File: config.mk
export PLATFORM = sky130hd
export DESIGN_NAME = sfwc_host
export DESIGN_NICKNAME = d
export VERILOG_FILES = /design/src/sfwc_pkg.sv /design/src/sfwc_stream_if.sv /design/src/sfwc_fifo.sv /design/src/sfwc_host.sv
export SDC_FILE = /design/constraint.sdc
export NUM_CORES = 1
export LEC_CHECK = 0
export BUFFER_PORTS_ARGS = -buffer_cell sky130_fd_sc_hd__buf_4
export CAP_MARGIN = 0
export CORE_AREA = 2 2 261 185
export DETAILED_ROUTE_END_ITERATION = 6
export DIE_AREA = 0 0 263 187
export MAX_ROUTING_LAYER = met4
export PLACE_DENSITY = 0.44
export SYNTH_ARGS = -nofsm -noshare
export SYNTH_HDL_FRONTEND = slang
export SYNTH_SLANG_ARGS = --single-unit
File: constraint.sdc
create_clock -name ref_clk -period 3.35 [get_ports ref_clk]
set_input_delay 0.67 -clock ref_clk [delete_from_list [all_inputs] [get_ports ref_clk]]
set_output_delay 0.67 -clock ref_clk [all_outputs]
set_load 0.02 [all_outputs]
File: src/sfwc_pkg.sv
`default_nettype none

package sfwc_pkg;

    // Reference clock
    localparam int CLK_NS      = 10;

    // Bus shape of the flash part
    localparam int ADDR_W      = 17;
    localparam int DATA_W      = 8;
    localparam int OFF_W       = 7;
    localparam int SECT_W      = ADDR_W - OFF_W;
    localparam int CNT_W       = 21;
    localparam int SYNC_STAGES = 2;

    // Load word: {last, offset, data}
    localparam int WORD_W      = 1 + OFF_W + DATA_W;
    localparam int WORD_LAST   = WORD_W - 1;
    localparam int WORD_OFF_LSB = DATA_W;
    localparam int FIFO_DEPTH  = 8;

    // Status bits seen while the part is busy
    localparam int POLL_BIT    = 7;
    localparam int TOGGLE_BIT  = 6;

    // Pin timing in ns
    localparam int T_AS_NS      = 20;
    localparam int T_DS_NS      = 50;
    localparam int T_WP_NS      = 100;
    localparam int T_AH_NS      = 100;
    localparam int T_BLC_MIN_NS = 200;
    localparam int T_BLC_MAX_NS = 300000;
    localparam int T_LP_NS      = 500000;
    localparam int T_WC_NS      = 10000000;
    localparam int T_CLR_NS     = 20000000;
    localparam int T_ACC_NS     = 120;
    localparam int T_OEHP_NS    = 150;
    localparam int T_CS_NS      = 20;
    localparam int T_CP_NS      = 200;
    localparam int T_CH_NS      = 20;

    // Least time: round up, never below one cycle
    function automatic int cyc_min(input int ns);
        int c;
        c = (ns + CLK_NS - 1) / CLK_NS;
        return (c < 1) ? 1 : c;
    endfunction

    // Longest time: round down, never below one cycle
    function automatic int cyc_max(input int ns);
        int c;
        c = ns / CLK_NS;
        return (c < 1) ? 1 : c;
    endfunction

    localparam int SETUP_CYC   = cyc_min((T_AS_NS > T_DS_NS) ?
                                         T_AS_NS : T_DS_NS);
    localparam int WP_CYC      = cyc_min(T_WP_NS);
    localparam int AH_CYC      = cyc_min(T_AH_NS);
    localparam int BLC_MIN_CYC = cyc_min(T_BLC_MIN_NS);
    localparam int BLC_MAX_CYC = cyc_max(T_BLC_MAX_NS);
    localparam int TLP_CYC     = cyc_max(T_LP_NS);
    localparam int TWC_CYC     = cyc_max(T_WC_NS);
    localparam int CLR_CYC     = cyc_min(T_CLR_NS);
    localparam int RD_CYC      = cyc_min(T_ACC_NS) + SYNC_STAGES + 1;
    localparam int OEHP_CYC    = cyc_min(T_OEHP_NS);
    localparam int CS_CYC      = cyc_min(T_CS_NS);
    localparam int CP_CYC      = cyc_min(T_CP_NS);
    localparam int CH_CYC      = cyc_min(T_CH_NS);

    typedef enum logic [1:0] {
        SFWC_OP_READ  = 2'h0,
        SFWC_OP_WRITE = 2'h1,
        SFWC_OP_CLEAR = 2'h2
    } sfwc_op_t;

    typedef enum logic [3:0] {
        ST_IDLE    = 4'h0,
        ST_W_WAIT  = 4'h1,
        ST_W_SETUP = 4'h3,
        ST_W_LOW   = 4'h2,
        ST_W_HOLD  = 4'h6,
        ST_P_GAP   = 4'h7,
        ST_P_READ  = 4'h5,
        ST_REST    = 4'h4,
        ST_RD      = 4'hC,
        ST_C_SETUP = 4'h8,
        ST_C_PULSE = 4'h9,
        ST_C_HOLD  = 4'hB,
        ST_C_WAIT  = 4'hA
    } sfwc_state_t;

endpackage

`default_nettype wire

File: src/sfwc_stream_if.sv
`default_nettype none

interface sfwc_stream_if #(
    parameter int W = 8
) ();
    logic         valid;
    logic         ready;
    logic [W-1:0] data;

    modport source (output valid, output data, input ready);
    modport sink   (input valid, input data, output ready);
endinterface

`default_nettype wire

File: src/sfwc_fifo.sv
`default_nettype none

module sfwc_fifo #(
    parameter int W     = 16,
    parameter int DEPTH = 8
) (
    input  wire logic     ref_clk,
    input  wire logic     rst,
    sfwc_stream_if.sink   push,
    sfwc_stream_if.source pop
);
    localparam int PW = (DEPTH > 1) ? $clog2(DEPTH) : 1;

    // Pointers wrap by width, so depth must be a power of two
    if (W < 1 || DEPTH < 2 || (1 << PW) != DEPTH) begin : g_bad_shape
        $error("sfwc_fifo: W >= 1 and DEPTH a power of two >= 2");
    end

    typedef struct packed {
        logic [DEPTH-1:0][W-1:0] mem;
        logic [PW-1:0]           wp;
        logic [PW-1:0]           rp;
        logic [PW:0]             cnt;
        logic                    rdy;
    } sfwc_fifo_regs_t;

    sfwc_fifo_regs_t fifo_reg;
    sfwc_fifo_regs_t fifo_next;
    logic            do_push;
    logic            do_pop;

    // Ready is registered so the source never sees a comb path
    assign push.ready = fifo_reg.rdy;
    assign pop.valid  = (fifo_reg.cnt != '0);
    assign pop.data   = fifo_reg.mem[fifo_reg.rp];

    // Next state of the ring
    always_comb begin
        fifo_next = fifo_reg;
        do_push   = push.valid && fifo_reg.rdy;
        do_pop    = pop.valid && pop.ready;
        if (do_push) begin
            fifo_next.mem[fifo_reg.wp] = push.data;
            fifo_next.wp = fifo_reg.wp + 1'b1;
        end
        if (do_pop) begin
            fifo_next.rp = fifo_reg.rp + 1'b1;
        end
        if (do_push && !do_pop) begin
            fifo_next.cnt = fifo_reg.cnt + 1'b1;
        end else if (do_pop && !do_push) begin
            fifo_next.cnt = fifo_reg.cnt - 1'b1;
        end
        fifo_next.rdy = (fifo_next.cnt < (PW + 1)'(DEPTH));
    end

    always_ff @(posedge ref_clk) begin
        if (rst) begin
            fifo_reg <= '0;
        end else begin
            fifo_reg <= fifo_next;
        end
    end

endmodule

`default_nettype wire

File: src/sfwc_host.sv
// Functional notes
// - Whole load uses one sector address on the upper address bits.
// - Output enable held high whenever write enable and chip enable low.
// - Byte loads spaced 0.2 to 300 us; a longer gap starts programming.
// - Output/chip enable toggled between busy reads; bit 6 inverts each read.
// - Toggle polling never trusts the absolute level of bit 6.
// - Polling reads keep one fixed address throughout.
`default_nettype none

module sfwc_host
    import sfwc_pkg::*;
#(
    parameter int unsigned BLC_MAX = sfwc_pkg::BLC_MAX_CYC,
    parameter int unsigned TLP_MAX = sfwc_pkg::TLP_CYC,
    parameter int unsigned TWC_MAX = sfwc_pkg::TWC_CYC,
    parameter int unsigned CLR_MIN = sfwc_pkg::CLR_CYC
) (
    input  wire logic                      ref_clk,
    input  wire logic                      rst,
    input  wire logic                      cmd_valid,
    output var  logic                      cmd_ready,
    input  wire sfwc_pkg::sfwc_op_t        cmd_op,
    input  wire logic [sfwc_pkg::ADDR_W-1:0] cmd_addr,
    input  wire logic                      cmd_toggle,
    input  wire logic                      byte_valid,
    output wire logic                      byte_ready,
    input  wire logic [sfwc_pkg::WORD_W-1:0] byte_word,
    output var  logic                      rsp_valid,
    output var  logic [sfwc_pkg::DATA_W-1:0] rsp_data,
    output var  logic                      rsp_err,
    output var  logic                      rsp_cut,
    output var  logic                      busy,
    output var  logic [sfwc_pkg::ADDR_W-1:0] flash_addr,
    output var  logic                      flash_ce_n,
    output var  logic                      flash_oe_n,
    output var  logic                      flash_we_n,
    output var  logic                      flash_oe_hv,
    output var  logic [sfwc_pkg::DATA_W-1:0] flash_dq_out,
    output var  logic                      flash_dq_oe,
    input  wire logic [sfwc_pkg::DATA_W-1:0] flash_dq_in
);
    import sfwc_pkg::*;

    localparam int unsigned CNT_MAX = (1 << CNT_W) - 1;

    // Counters are CNT_W wide; larger figures cannot be timed
    if (BLC_MAX <= SETUP_CYC + BLC_MIN_CYC || BLC_MAX > CNT_MAX ||
        TLP_MAX + TWC_MAX > CNT_MAX || CLR_MIN < 1 ||
        CLR_MIN > CNT_MAX || BLC_MIN_CYC <= SETUP_CYC) begin : g_bad
        $error("sfwc_host: timing parameter out of range");
    end

    localparam logic [CNT_W-1:0] GAP_MIN  = CNT_W'(BLC_MIN_CYC - SETUP_CYC);
    localparam logic [CNT_W-1:0] GAP_CUT  = CNT_W'(BLC_MAX - SETUP_CYC - 1);
    localparam logic [CNT_W-1:0] POLL_TMO = CNT_W'(TLP_MAX + TWC_MAX);

    typedef struct packed {
        sfwc_state_t         st;
        logic [CNT_W-1:0]    cnt;
        logic [CNT_W-1:0]    gap;
        logic [CNT_W-1:0]    tmo;
        logic                first;
        logic                last;
        logic                toggle_mode;
        logic                have_prev;
        logic                prev6;
        logic                cut;
        logic [SECT_W-1:0]   sector;
        logic [OFF_W-1:0]    last_off;
        logic [DATA_W-1:0]   last_dat;
        logic [ADDR_W-1:0]   addr;
        logic [DATA_W-1:0]   dq_out;
        logic                dq_oe;
        logic                ce_n;
        logic                oe_n;
        logic                we_n;
        logic                oe_hv;
        logic [DATA_W-1:0]   sync1;
        logic [DATA_W-1:0]   sync2;
        logic                cmd_ready;
        logic                rsp_valid;
        logic [DATA_W-1:0]   rsp_data;
        logic                rsp_err;
        logic                rsp_cut;
        logic                busy;
    } sfwc_regs_t;

    sfwc_regs_t host_reg;
    sfwc_regs_t host_next;
    logic       pop_take;
    logic       data_ok;
    logic       toggle_ok;

    sfwc_stream_if #(.W(WORD_W)) in_s ();
    sfwc_stream_if #(.W(WORD_W)) out_s ();

    // Load bytes queue here so the user need not meet the byte window
    sfwc_fifo #(
        .W     (WORD_W),
        .DEPTH (FIFO_DEPTH)
    ) u_fifo (
        .ref_clk (ref_clk),
        .rst     (rst),
        .push    (in_s.sink),
        .pop     (out_s.source)
    );

    assign in_s.valid  = byte_valid;
    assign in_s.data   = byte_word;
    assign byte_ready  = in_s.ready;
    assign out_s.ready = pop_take;

    // Phase timer ends on the cycle it reads one
    function automatic logic phase_done(input logic [CNT_W-1:0] c);
        return (c <= CNT_W'(1));
    endfunction

    // Common end of every command: one-cycle answer, then rest
    function automatic sfwc_regs_t finish(input sfwc_regs_t s,
                                          input logic [DATA_W-1:0] d,
                                          input logic err);
        sfwc_regs_t t;
        t           = s;
        t.rsp_valid = 1'b1;
        t.rsp_data  = d;
        t.rsp_err   = err;
        t.rsp_cut   = s.cut;
        t.ce_n      = 1'b1;
        t.oe_n      = 1'b1;
        t.we_n      = 1'b1;
        t.dq_oe     = 1'b0;
        t.cnt       = CNT_W'(OEHP_CYC);
        t.st        = ST_REST;
        return t;
    endfunction

    // Sequencer
    always_comb begin
        host_next           = host_reg;
        pop_take            = 1'b0;
        host_next.sync1     = flash_dq_in;
        host_next.sync2     = host_reg.sync1;
        host_next.rsp_valid = 1'b0;
        // done once bit 7 matches bit 7 of the last loaded byte
        data_ok   = (host_reg.sync2[POLL_BIT] == host_reg.last_dat[POLL_BIT]);
        toggle_ok = host_reg.have_prev &&
                    (host_reg.sync2[TOGGLE_BIT] == host_reg.prev6);
        if (host_reg.gap != '1) begin
            host_next.gap = host_reg.gap + 1'b1;
        end
        if (host_reg.tmo != '1) begin
            host_next.tmo = host_reg.tmo + 1'b1;
        end
        if (host_reg.cnt != '0) begin
            host_next.cnt = host_reg.cnt - 1'b1;
        end
        case (host_reg.st)
            ST_IDLE: begin
                host_next.cmd_ready = 1'b1;
                host_next.busy      = 1'b0;
                if (cmd_valid && host_reg.cmd_ready) begin
                    host_next.cmd_ready = 1'b0;
                    host_next.busy      = 1'b1;
                    host_next.cut       = 1'b0;
                    case (cmd_op)
                        SFWC_OP_READ: begin
                            host_next.addr = cmd_addr;
                            host_next.ce_n = 1'b0;
                            host_next.oe_n = 1'b0;
                            host_next.cnt  = CNT_W'(RD_CYC);
                            host_next.st   = ST_RD;
                        end
                        SFWC_OP_WRITE: begin
                            // sector latched for the whole load
                            host_next.sector = cmd_addr[ADDR_W-1:OFF_W];
                            host_next.first  = 1'b1;
                            host_next.toggle_mode = cmd_toggle;
                            host_next.st     = ST_W_WAIT;
                        end
                        SFWC_OP_CLEAR: begin
                            // raise 12 V on OE first
                            host_next.oe_hv = 1'b1;
                            host_next.oe_n  = 1'b1;
                            host_next.cnt   = CNT_W'(CS_CYC);
                            host_next.st    = ST_C_SETUP;
                        end
                        default: begin
                            host_next = finish(host_next, '0, 1'b1);
                        end
                    endcase
                end
            end
            ST_W_WAIT: begin
                // next fall no sooner than the least spacing
                if (out_s.valid && (host_reg.first ||
                                    host_reg.gap >= GAP_MIN)) begin
                    pop_take           = 1'b1;
                    host_next.addr     = {host_reg.sector,
                        out_s.data[WORD_OFF_LSB +: OFF_W]};
                    host_next.dq_out   = out_s.data[DATA_W-1:0];
                    host_next.dq_oe    = 1'b1;
                    host_next.last     = out_s.data[WORD_LAST];
                    host_next.last_off = out_s.data[WORD_OFF_LSB +: OFF_W];
                    host_next.last_dat = out_s.data[DATA_W-1:0];
                    host_next.cnt      = CNT_W'(SETUP_CYC);
                    host_next.st       = ST_W_SETUP;
                // starved past the window, part starts on its own
                end else if (!host_reg.first && host_reg.gap >= GAP_CUT) begin
                    host_next.cut       = 1'b1;
                    host_next.addr      = {host_reg.sector, host_reg.last_off};
                    host_next.have_prev = 1'b0;
                    host_next.tmo       = '0;
                    host_next.cnt       = CNT_W'(OEHP_CYC);
                    host_next.st        = ST_P_GAP;
                end
            end
            ST_W_SETUP: begin
                if (phase_done(host_reg.cnt)) begin
                    // OE stays high while both strobes are low
                    host_next.oe_n  = 1'b1;
                    host_next.ce_n  = 1'b0;
                    host_next.we_n  = 1'b0;
                    host_next.gap   = '0;
                    host_next.first = 1'b0;
                    host_next.cnt   = CNT_W'(WP_CYC);
                    host_next.st    = ST_W_LOW;
                end
            end
            ST_W_LOW: begin
                if (phase_done(host_reg.cnt)) begin
                    host_next.ce_n = 1'b1;
                    host_next.we_n = 1'b1;
                    host_next.cnt  = CNT_W'(AH_CYC);
                    host_next.st   = ST_W_HOLD;
                end
            end
            ST_W_HOLD: begin
                if (phase_done(host_reg.cnt)) begin
                    host_next.dq_oe = 1'b0;
                    if (host_reg.last) begin
                        // poll the last loaded address only
                        host_next.have_prev = 1'b0;
                        host_next.tmo       = '0;
                        host_next.cnt       = CNT_W'(OEHP_CYC);
                        host_next.st        = ST_P_GAP;
                    end else begin
                        host_next.st = ST_W_WAIT;
                    end
                end
            end
            ST_P_GAP: begin
                // OE and CE high between polling reads
                if (phase_done(host_reg.cnt)) begin
                    host_next.ce_n = 1'b0;
                    host_next.oe_n = 1'b0;
                    host_next.cnt  = CNT_W'(RD_CYC);
                    host_next.st   = ST_P_READ;
                end
            end
            ST_P_READ: begin
                if (phase_done(host_reg.cnt)) begin
                    // each read ends with a strobe toggle
                    host_next.ce_n      = 1'b1;
                    host_next.oe_n      = 1'b1;
                    host_next.prev6     = host_reg.sync2[TOGGLE_BIT];
                    host_next.have_prev = 1'b1;
                    host_next.cnt       = CNT_W'(OEHP_CYC);
                    host_next.st        = ST_P_GAP;
                    if (host_reg.toggle_mode ? toggle_ok : data_ok) begin
                        host_next = finish(host_reg, host_reg.sync2, 1'b0);
                    // status and program time bound the wait
                    end else if (host_reg.tmo >= POLL_TMO) begin
                        host_next = finish(host_reg, host_reg.sync2, 1'b1);
                    end
                end
            end
            ST_RD: begin
                if (phase_done(host_reg.cnt)) begin
                    host_next = finish(host_reg, host_reg.sync2, 1'b0);
                end
            end
            ST_C_SETUP: begin
                if (phase_done(host_reg.cnt)) begin
                    // both strobes low under 12 V
                    host_next.ce_n = 1'b0;
                    host_next.we_n = 1'b0;
                    host_next.cnt  = CNT_W'(CP_CYC);
                    host_next.st   = ST_C_PULSE;
                end
            end
            ST_C_PULSE: begin
                if (phase_done(host_reg.cnt)) begin
                    host_next.ce_n = 1'b1;
                    host_next.we_n = 1'b1;
                    host_next.cnt  = CNT_W'(CH_CYC);
                    host_next.st   = ST_C_HOLD;
                end
            end
            ST_C_HOLD: begin
                if (phase_done(host_reg.cnt)) begin
                    host_next.oe_hv = 1'b0;
                    host_next.cnt   = CNT_W'(CLR_MIN);
                    host_next.st    = ST_C_WAIT;
                end
            end
            ST_C_WAIT: begin
                // idle pins until the part's timer is done
                if (phase_done(host_reg.cnt)) begin
                    host_next = finish(host_reg, '1, 1'b0);
                end
            end
            ST_REST: begin
                // Gives the part its output float time before reuse
                if (phase_done(host_reg.cnt)) begin
                    host_next.cmd_ready = 1'b1;
                    host_next.busy      = 1'b0;
                    host_next.st        = ST_IDLE;
                end
            end
            default: begin
                host_next.st = ST_IDLE;
            end
        endcase
    end

    // State register; pins parked inactive in reset
    always_ff @(posedge ref_clk) begin
        if (rst) begin
            host_reg      <= '0;
            host_reg.ce_n <= 1'b1;
            host_reg.oe_n <= 1'b1;
            host_reg.we_n <= 1'b1;
        end else begin
            host_reg <= host_next;
        end
    end

    assign cmd_ready    = host_reg.cmd_ready;
    assign rsp_valid    = host_reg.rsp_valid;
    assign rsp_data     = host_reg.rsp_data;
    assign rsp_err      = host_reg.rsp_err;
    assign rsp_cut      = host_reg.rsp_cut;
    assign busy         = host_reg.busy;
    assign flash_addr   = host_reg.addr;
    assign flash_ce_n   = host_reg.ce_n;
    assign flash_oe_n   = host_reg.oe_n;
    assign flash_we_n   = host_reg.we_n;
    assign flash_oe_hv  = host_reg.oe_hv;
    assign flash_dq_out = host_reg.dq_out;
    assign flash_dq_oe  = host_reg.dq_oe;

endmodule

`default_nettype wire

# Word-level counts from Yosys, hierarchy flattened
# Cells that the tools add are included.
# op_classes
add_sub_neg,7
n_mul,0
div_mod_pow,0
n_lt_le_gt_ge,8
eq_ne,49
shift,0
mux,83
bitwise,6
reduce_logical,46
# ops
operator,n
$mux 157,5
$pmux 21 s12,1
$mux 25,8
$pmux 40 s5,1
$mux 21,8
$mux 155,1
$bwmux 128,1
$pmux 21 s6,1
$pmux 21 s5,1
$pmux 16 s4,1
$pmux 4 s13,1
$mux 17,3
$bmux 16 s3,1
$demux 16 s3,1
$mux 46,1
$ne 2x2->1 const B,23
$pmux 11 s4,1
$add 21x1->21 const B,2
$ne 21x21->1 const B,2
$pmux 21 s2,1
$reduce_and 7->1,6
$pmux 10 s4,1
$mux 16,2
$pmux 1 s5,6
57 further kinds,120
# totals
regBits,296
latchBits,0
ramBits,0
romBits,0
inputBits,48
output_inout_bits,44
wordCells,239
mem_count,0

# Longest topological paths before layout
# logic_depth
depth_word,10
ltp_mapped,15
mapped_depth_nobuf,13

# Hierarchy
# From an unflattened synthesis, not the netlist that was laid out.
# hier_totals
cells_unflattened,1773
area_unflattened_um2,14312.5
# modules_own_cells
mod,instances,cells_per_inst,area_each_um2,seq_area_each_um2
sfwc_host,1,1050,8061.5,2982.9
sfwc_fifo,1,723,6251.0,2782.7

# Least setup slack after synthesis
# No wires, ideal clock.
# synth_timing
kind,reg-to-reg
startpoint,register host_reg[112] in the netlist's numbering
endpoint,"register u_fifo.fifo_reg, in the netlist u_fifo.push.ready"
setup_ps,115
arrival_ps,2621
required_ps,3235
setup_slack_ps,614
stages_incl_launch_ff,14
n_path_buf,2
synth_period_minus_slack_ps,2736
cell_sequence,dfxtp_1 ha_1 a21oi_1 nor2_1 o31a_1 clkbuf_1 nand2_1 inv_2 buf_1 ha_1 nand2b_1 o41ai_1 xnor2_1 and2_1
# synth_via
elab_chain_cells,10
word_cells_on_any_way,12
cone_classes,order compare: 2; mux: 4; reduce/logical: 6
# synth_lines
item,line,text
"start, declared",sfwc_host.sv:88,sfwc_regs_t host_reg;
"start signal, assigned",sfwc_host.sv:334,host_reg <= host_next;
$ge 21x4->1 *,sfwc_host.sv:196,host_reg.gap >= GAP_MIN)) begin
$logic_or 1x1->1 *,sfwc_host.sv:195,if (out_s.valid && (host_reg.first ||
$logic_and 1x1->1 *,sfwc_host.sv:195,
$mux 1 *,sfwc_host.sv:195,
$mux 1 *,sfwc_host.sv:157,case (host_reg.st)
$logic_and 1x1->1 *,sfwc_fifo.sv:41,do_pop = pop.valid && pop.ready;
via u_fifo.do_pop,sfwc_fifo.sv:30,logic do_pop;
$logic_and 1x1->1 or $logic_not 1->1 (tied branches),"sfwc_fifo.sv:51, sfwc_fifo.sv:49",
$mux 4 or $logic_and 1x1->1 (tied branches),"sfwc_fifo.sv:51, sfwc_fifo.sv:49",
$mux 4 *,sfwc_fifo.sv:49,if (do_push && !do_pop) begin
$lt 4x4->1 *,sfwc_fifo.sv:54,fifo_next.rdy = (fifo_next.cnt < (PW + 1)'(DEPTH));
"end signal, assigned",sfwc_fifo.sv:61,fifo_reg <= fifo_next;
"end, declared",sfwc_fifo.sv:27,sfwc_fifo_regs_t fifo_reg;
# The timed path passes the listed nets; every way through them passes the cells marked *.
# A chain may end at the register's enable or synchronous reset.

# Final worst setup path
# layout_timing
startpoint,register host_reg[143] in the netlist's numbering
endpoint,register host_reg[133] in the netlist's numbering
# layout_via
elab_chain_cells,5
word_cells_on_any_way,19
cone_classes,order compare: 1; mux: 17; reduce/logical: 1
# layout_lines
item,line
branches (longest 4 deep; another with $le 21x1->1),n/a
$pmux 21 s12 *,sfwc_host.sv:157
# Every way passes the cells marked *. The select of a mux whose other input is x is not followed.

==> results.py <==
metrics = {
    "layout": {
        "multi_input_area_mm2": 0.007212,
        "drive_above_1_share_pct": 15.31,
        "area.sequential_mm2": 0.005767,
        "nFillCells": 4973,
        "nets": 1804,
        "final_common_cell": "nand2_1",
        "antenna_cells": 0,
        "final_cell_mix": "399 x nand2_1, 287 x dfxtp_1, 219 x a21oi_1, 141 x buf_4, 126 x nor2_1",
        "area_growth_pct": 16.60,
        "largest_register_ffs": 138,
    },
    "routing": {
        "ant_nets": 0,
        "vias": 12246,
        "dr.pass1.iters": 5,
        "via_per_inst": 5.135,
        "routed-wl-met2_mm": 17.45,
        "wirelength_mm": 44.75,
        "routedWlPerCell_um": 18.76,
        "met3WireLength_mm": 2.641,
        "drc_errors": 0,
        "drt_iter0_drc": 1058,
        "routed.top_layer": "met4",
        "wl_met1_mm": 23.89,
    },
    "pwr": {
        "vdd_drop_max_uv": 310.3,
        "cellPowerDensity_mw_per_mm2": 639.0,
        "p_leak_nw": 5.471,
        "total_power_mw": 10.34,
    },
    "critical_path": {
        "rr_worst_depth": 6,
        "timing.rr.end": "host_reg[133]",
        "max_stage_delay_ps": 610,
        "worstSetupPathType": "reg -> reg",
        "cp-end-kind": "register",
        "cp_slowest_cell": "and4b_1",
        "cp-start-kind": "register",
        "crit_chain": "or4_1 > and4b_1 > nand2_1 > o21ai_0 > a221oi_1 > o41a_1",
        "cp_top_family": "simple AND/OR/NAND/NOR gates",
        "r2r-start": "host_reg[143]",
        "crit_fanout": 11,
        "reg2reg_slack_ps": 270,
        "worstPathRequired_ps": 3740,
        "crit_buf_inv": 0,
        "cp.arrival_ps": 3460,
    },
    "sta": {
        "timing.final.crit_share_pct": 91.91,
        "finalSetupViolCount": 0,
        "worstMarginPinSlew_ps": 958.5,
        "fin_skew_ps": 18.29,
        "period_needed_ps": 3079,
        "fin_ws_ps": 271.1,
        "hold_viol_final": 0,
        "finalMaxSlewViolations": 0,
        "rsz0062_at_grt": "no",
        "fin_setup_tns_ps": 0,
        "relSlewSlack_pct": 36.10,
        "max_freq_mhz": 324.8,
    },
    "logic_synthesis": {
        "synth-main-ff-cell": "dfxtp_1",
        "synth-edff-count": 0,
        "ys.warnings.count": 0,
        "synthArstFlopShare_pct": 0,
        "synth-seq-area-share_pct": 41.55,
        "avgSynthCellArea_um2": 8.063,
        "syn_nets": 1786,
        "synthCells": 1721,
        "synth_area_mm2": 0.01388,
        "synth_seq_cells": 288,
        "synth_cell_types": 74,
    },
    "clock_network": {
        "hold_buffers": 0,
        "clkSlewWorstSetupHoldPaths_ps": 60,
        "max-clock-path-buffers": 3,
        "cts_resized": 0,
        "cts_buffers": 35,
        "clock_sinks": 288,
        "cts_setup_buffers": 0,
        "tritoncts": "yes",
        "clkLatencyLatePin_ps": 520,
        "htree_num_levels": 2,
        "cts-root-buf": "clkbuf_16",
    },
    "min_path": {
        "worstHoldStart": "flash_dq_in[4]",
        "min_to": "host_reg[25]",
        "holdCritPathClass": "in -> reg",
        "holdPathStages": 3,
    },
    "grt": {
        "antenna_found_initial": 0,
        "grt_use_total_pct": 18.39,
        "overflow": 0,
        "grt_pass1_vias": 11498,
        "grt_max_degree": 128,
        "grt_pass1_wl_mm": 69.49,
    },
    "outcome": {
        "status": "complete, no violations",
    },
    "run": {
        "max_cap_violations": 0,
    },
    "floorplan": {
        "core-area_mm2": 0.04711,
        "floorplan.initialDensity_pct": 29.46,
        "ioPinCount": 92,
        "die_h_um": 187,
        "fp.dieW_um": 263,
        "fp-row-count": 67,
        "die_area_mm2": 0.04918,
    },
    "placement": {
        "place_ws_ps": 319.2,
        "io_buffers": 91,
        "gp_congestion": 0.8801,
        "dp_hpwl_mm": 29.70,
    },
}
[metrics by stage]
| step | instance area [um^2] | instances | hold WS, ps | util (%) |
|---|---|---|---|---|
| global placement | 15050 | 2323 | 438.3 | 31.94 |
| floorplan | 13880 | 1721 | 432.1 | - |
| CTS | 16180 | 2385 | 367.1 | 34.34 |
| detailed placement | 15050 | 2323 | 443.7 | 31.94 |
| global route | 16180 | 2385 | 395.4 | 34.34 |
| finish | 16180 | 2385 | 394.8 | 34.34 |
[routing by layer]
layer  track usage [%]  vias up
met4             4.154        0
met3             3.278       62
met5                 -        -
met2             23.80      357
li1                  -     6003
met1             28.79     5824
[layout make-up]
class,count,area share [%]
Multi-Input combinational cell,1235,44.57
Inverter,32,0.7423
Tap cell,621,4.802
Timing Repair Buffer,147,7.230
Clock inverter,12,0.7578
Clock buffer,50,6.256
Sequential cell,288,35.64
[how the worst max path moves through the flow]
| stage | slack (ps) | endpoint | cells past startpoint | startpoint |
|---|---|---|---|---|
| floorplan | 610 | u_fifo.push.ready | 13 | host_reg[112] |
| global placement | 360 | host_reg[133] | 6 | host_reg[143] |
| detailed placement | 320 | host_reg[133] | 6 | host_reg[143] |
| CTS | 290 | host_reg[133] | 6 | host_reg[143] |
| global route | 60 | host_reg[133] | 6 | host_reg[143] |
| finish | 270 | host_reg[133] | 6 | host_reg[143] |
[Yosys cell counts (3+ instances only)]
| library cell | count | area (um^2) |
|---|---|---|
| nor4b_2 | 3 | 45.04 |
| xnor2_1 | 29 | 254.0 |
| o211ai_1 | 10 | 75.07 |
| nor2b_1 | 8 | 50.05 |
| and3_1 | 6 | 37.54 |
| buf_1 | 7 | 26.28 |
| a221oi_1 | 11 | 96.34 |
| buf_4 | 37 | 277.8 |
| or3_1 | 16 | 100.1 |
| o31ai_1 | 9 | 67.56 |
| mux2i_1 | 17 | 170.2 |
| nor4_1 | 8 | 50.05 |
| o21ai_0 | 35 | 175.2 |
| and2_1 | 6 | 37.54 |
| a211oi_1 | 23 | 172.7 |
| a311oi_1 | 20 | 175.2 |
| nand2_1 | 399 | 1498 |
| a31o_2 | 6 | 52.55 |
| or4_1 | 8 | 60.06 |
| and4_1 | 4 | 35.03 |
| clkbuf_1 | 101 | 379.1 |
| a21o_1 | 4 | 30.03 |
| a22oi_1 | 9 | 67.56 |
| nand4_1 | 15 | 93.84 |
| or2_2 | 6 | 37.54 |
| xor2_1 | 22 | 192.7 |
| nand2b_1 | 9 | 56.30 |
| o21a_1 | 5 | 37.54 |
| a21oi_1 | 219 | 1096 |
| nand3_1 | 61 | 305.3 |
| mux4_2 | 32 | 720.7 |
| o32ai_1 | 3 | 26.28 |
| o22ai_1 | 5 | 31.28 |
| dfxtp_1 | 288 | 5766 |
| nor3_1 | 28 | 140.1 |
| nor2_1 | 126 | 473.0 |
| a41oi_1 | 4 | 35.03 |
| inv_1 | 31 | 116.4 |
| buf_2 | 20 | 100.1 |
| a31oi_1 | 10 | 62.56 |
| ha_1 | 17 | 212.7 |
[cells by family after synthesis]
family                   after synthesis  share of synthesized area, %
AND/OR/NAND/NOR                      720                         22.93
AO/OA/AOI/OAI                        398                         17.76
flip-flops                           288                         41.55
buffers and inverters                198                         6.591
XOR/XNOR                              51                         3.219
multiplexers                          49                         6.420
adder cells (fa/ha/maj)               17                         1.533
[tightest hold or removal path: cells and delay by family]
| family | cells | cell delay [ps] |
|---|---|---|
| AND/OR/NAND/NOR | 1 | 40 |
| AO/OA/AOI/OAI | 1 | 50 |
| buffers and inverters | 1 | 110 |
[where the power goes]
part | total, mW | leakage (nW) | internal [mW] | switching, mW
Sequential | 3.88 | 2.33 | 3.66 | 0.223
Combinational | 2.68 | 2.58 | 0.979 | 1.70
Clock | 3.78 | 0.558 | 2.26 | 1.52
Total | 10.3 | 5.47 | 6.90 | 3.44
No activity file was read; power rests on OpenSTA's default activity.
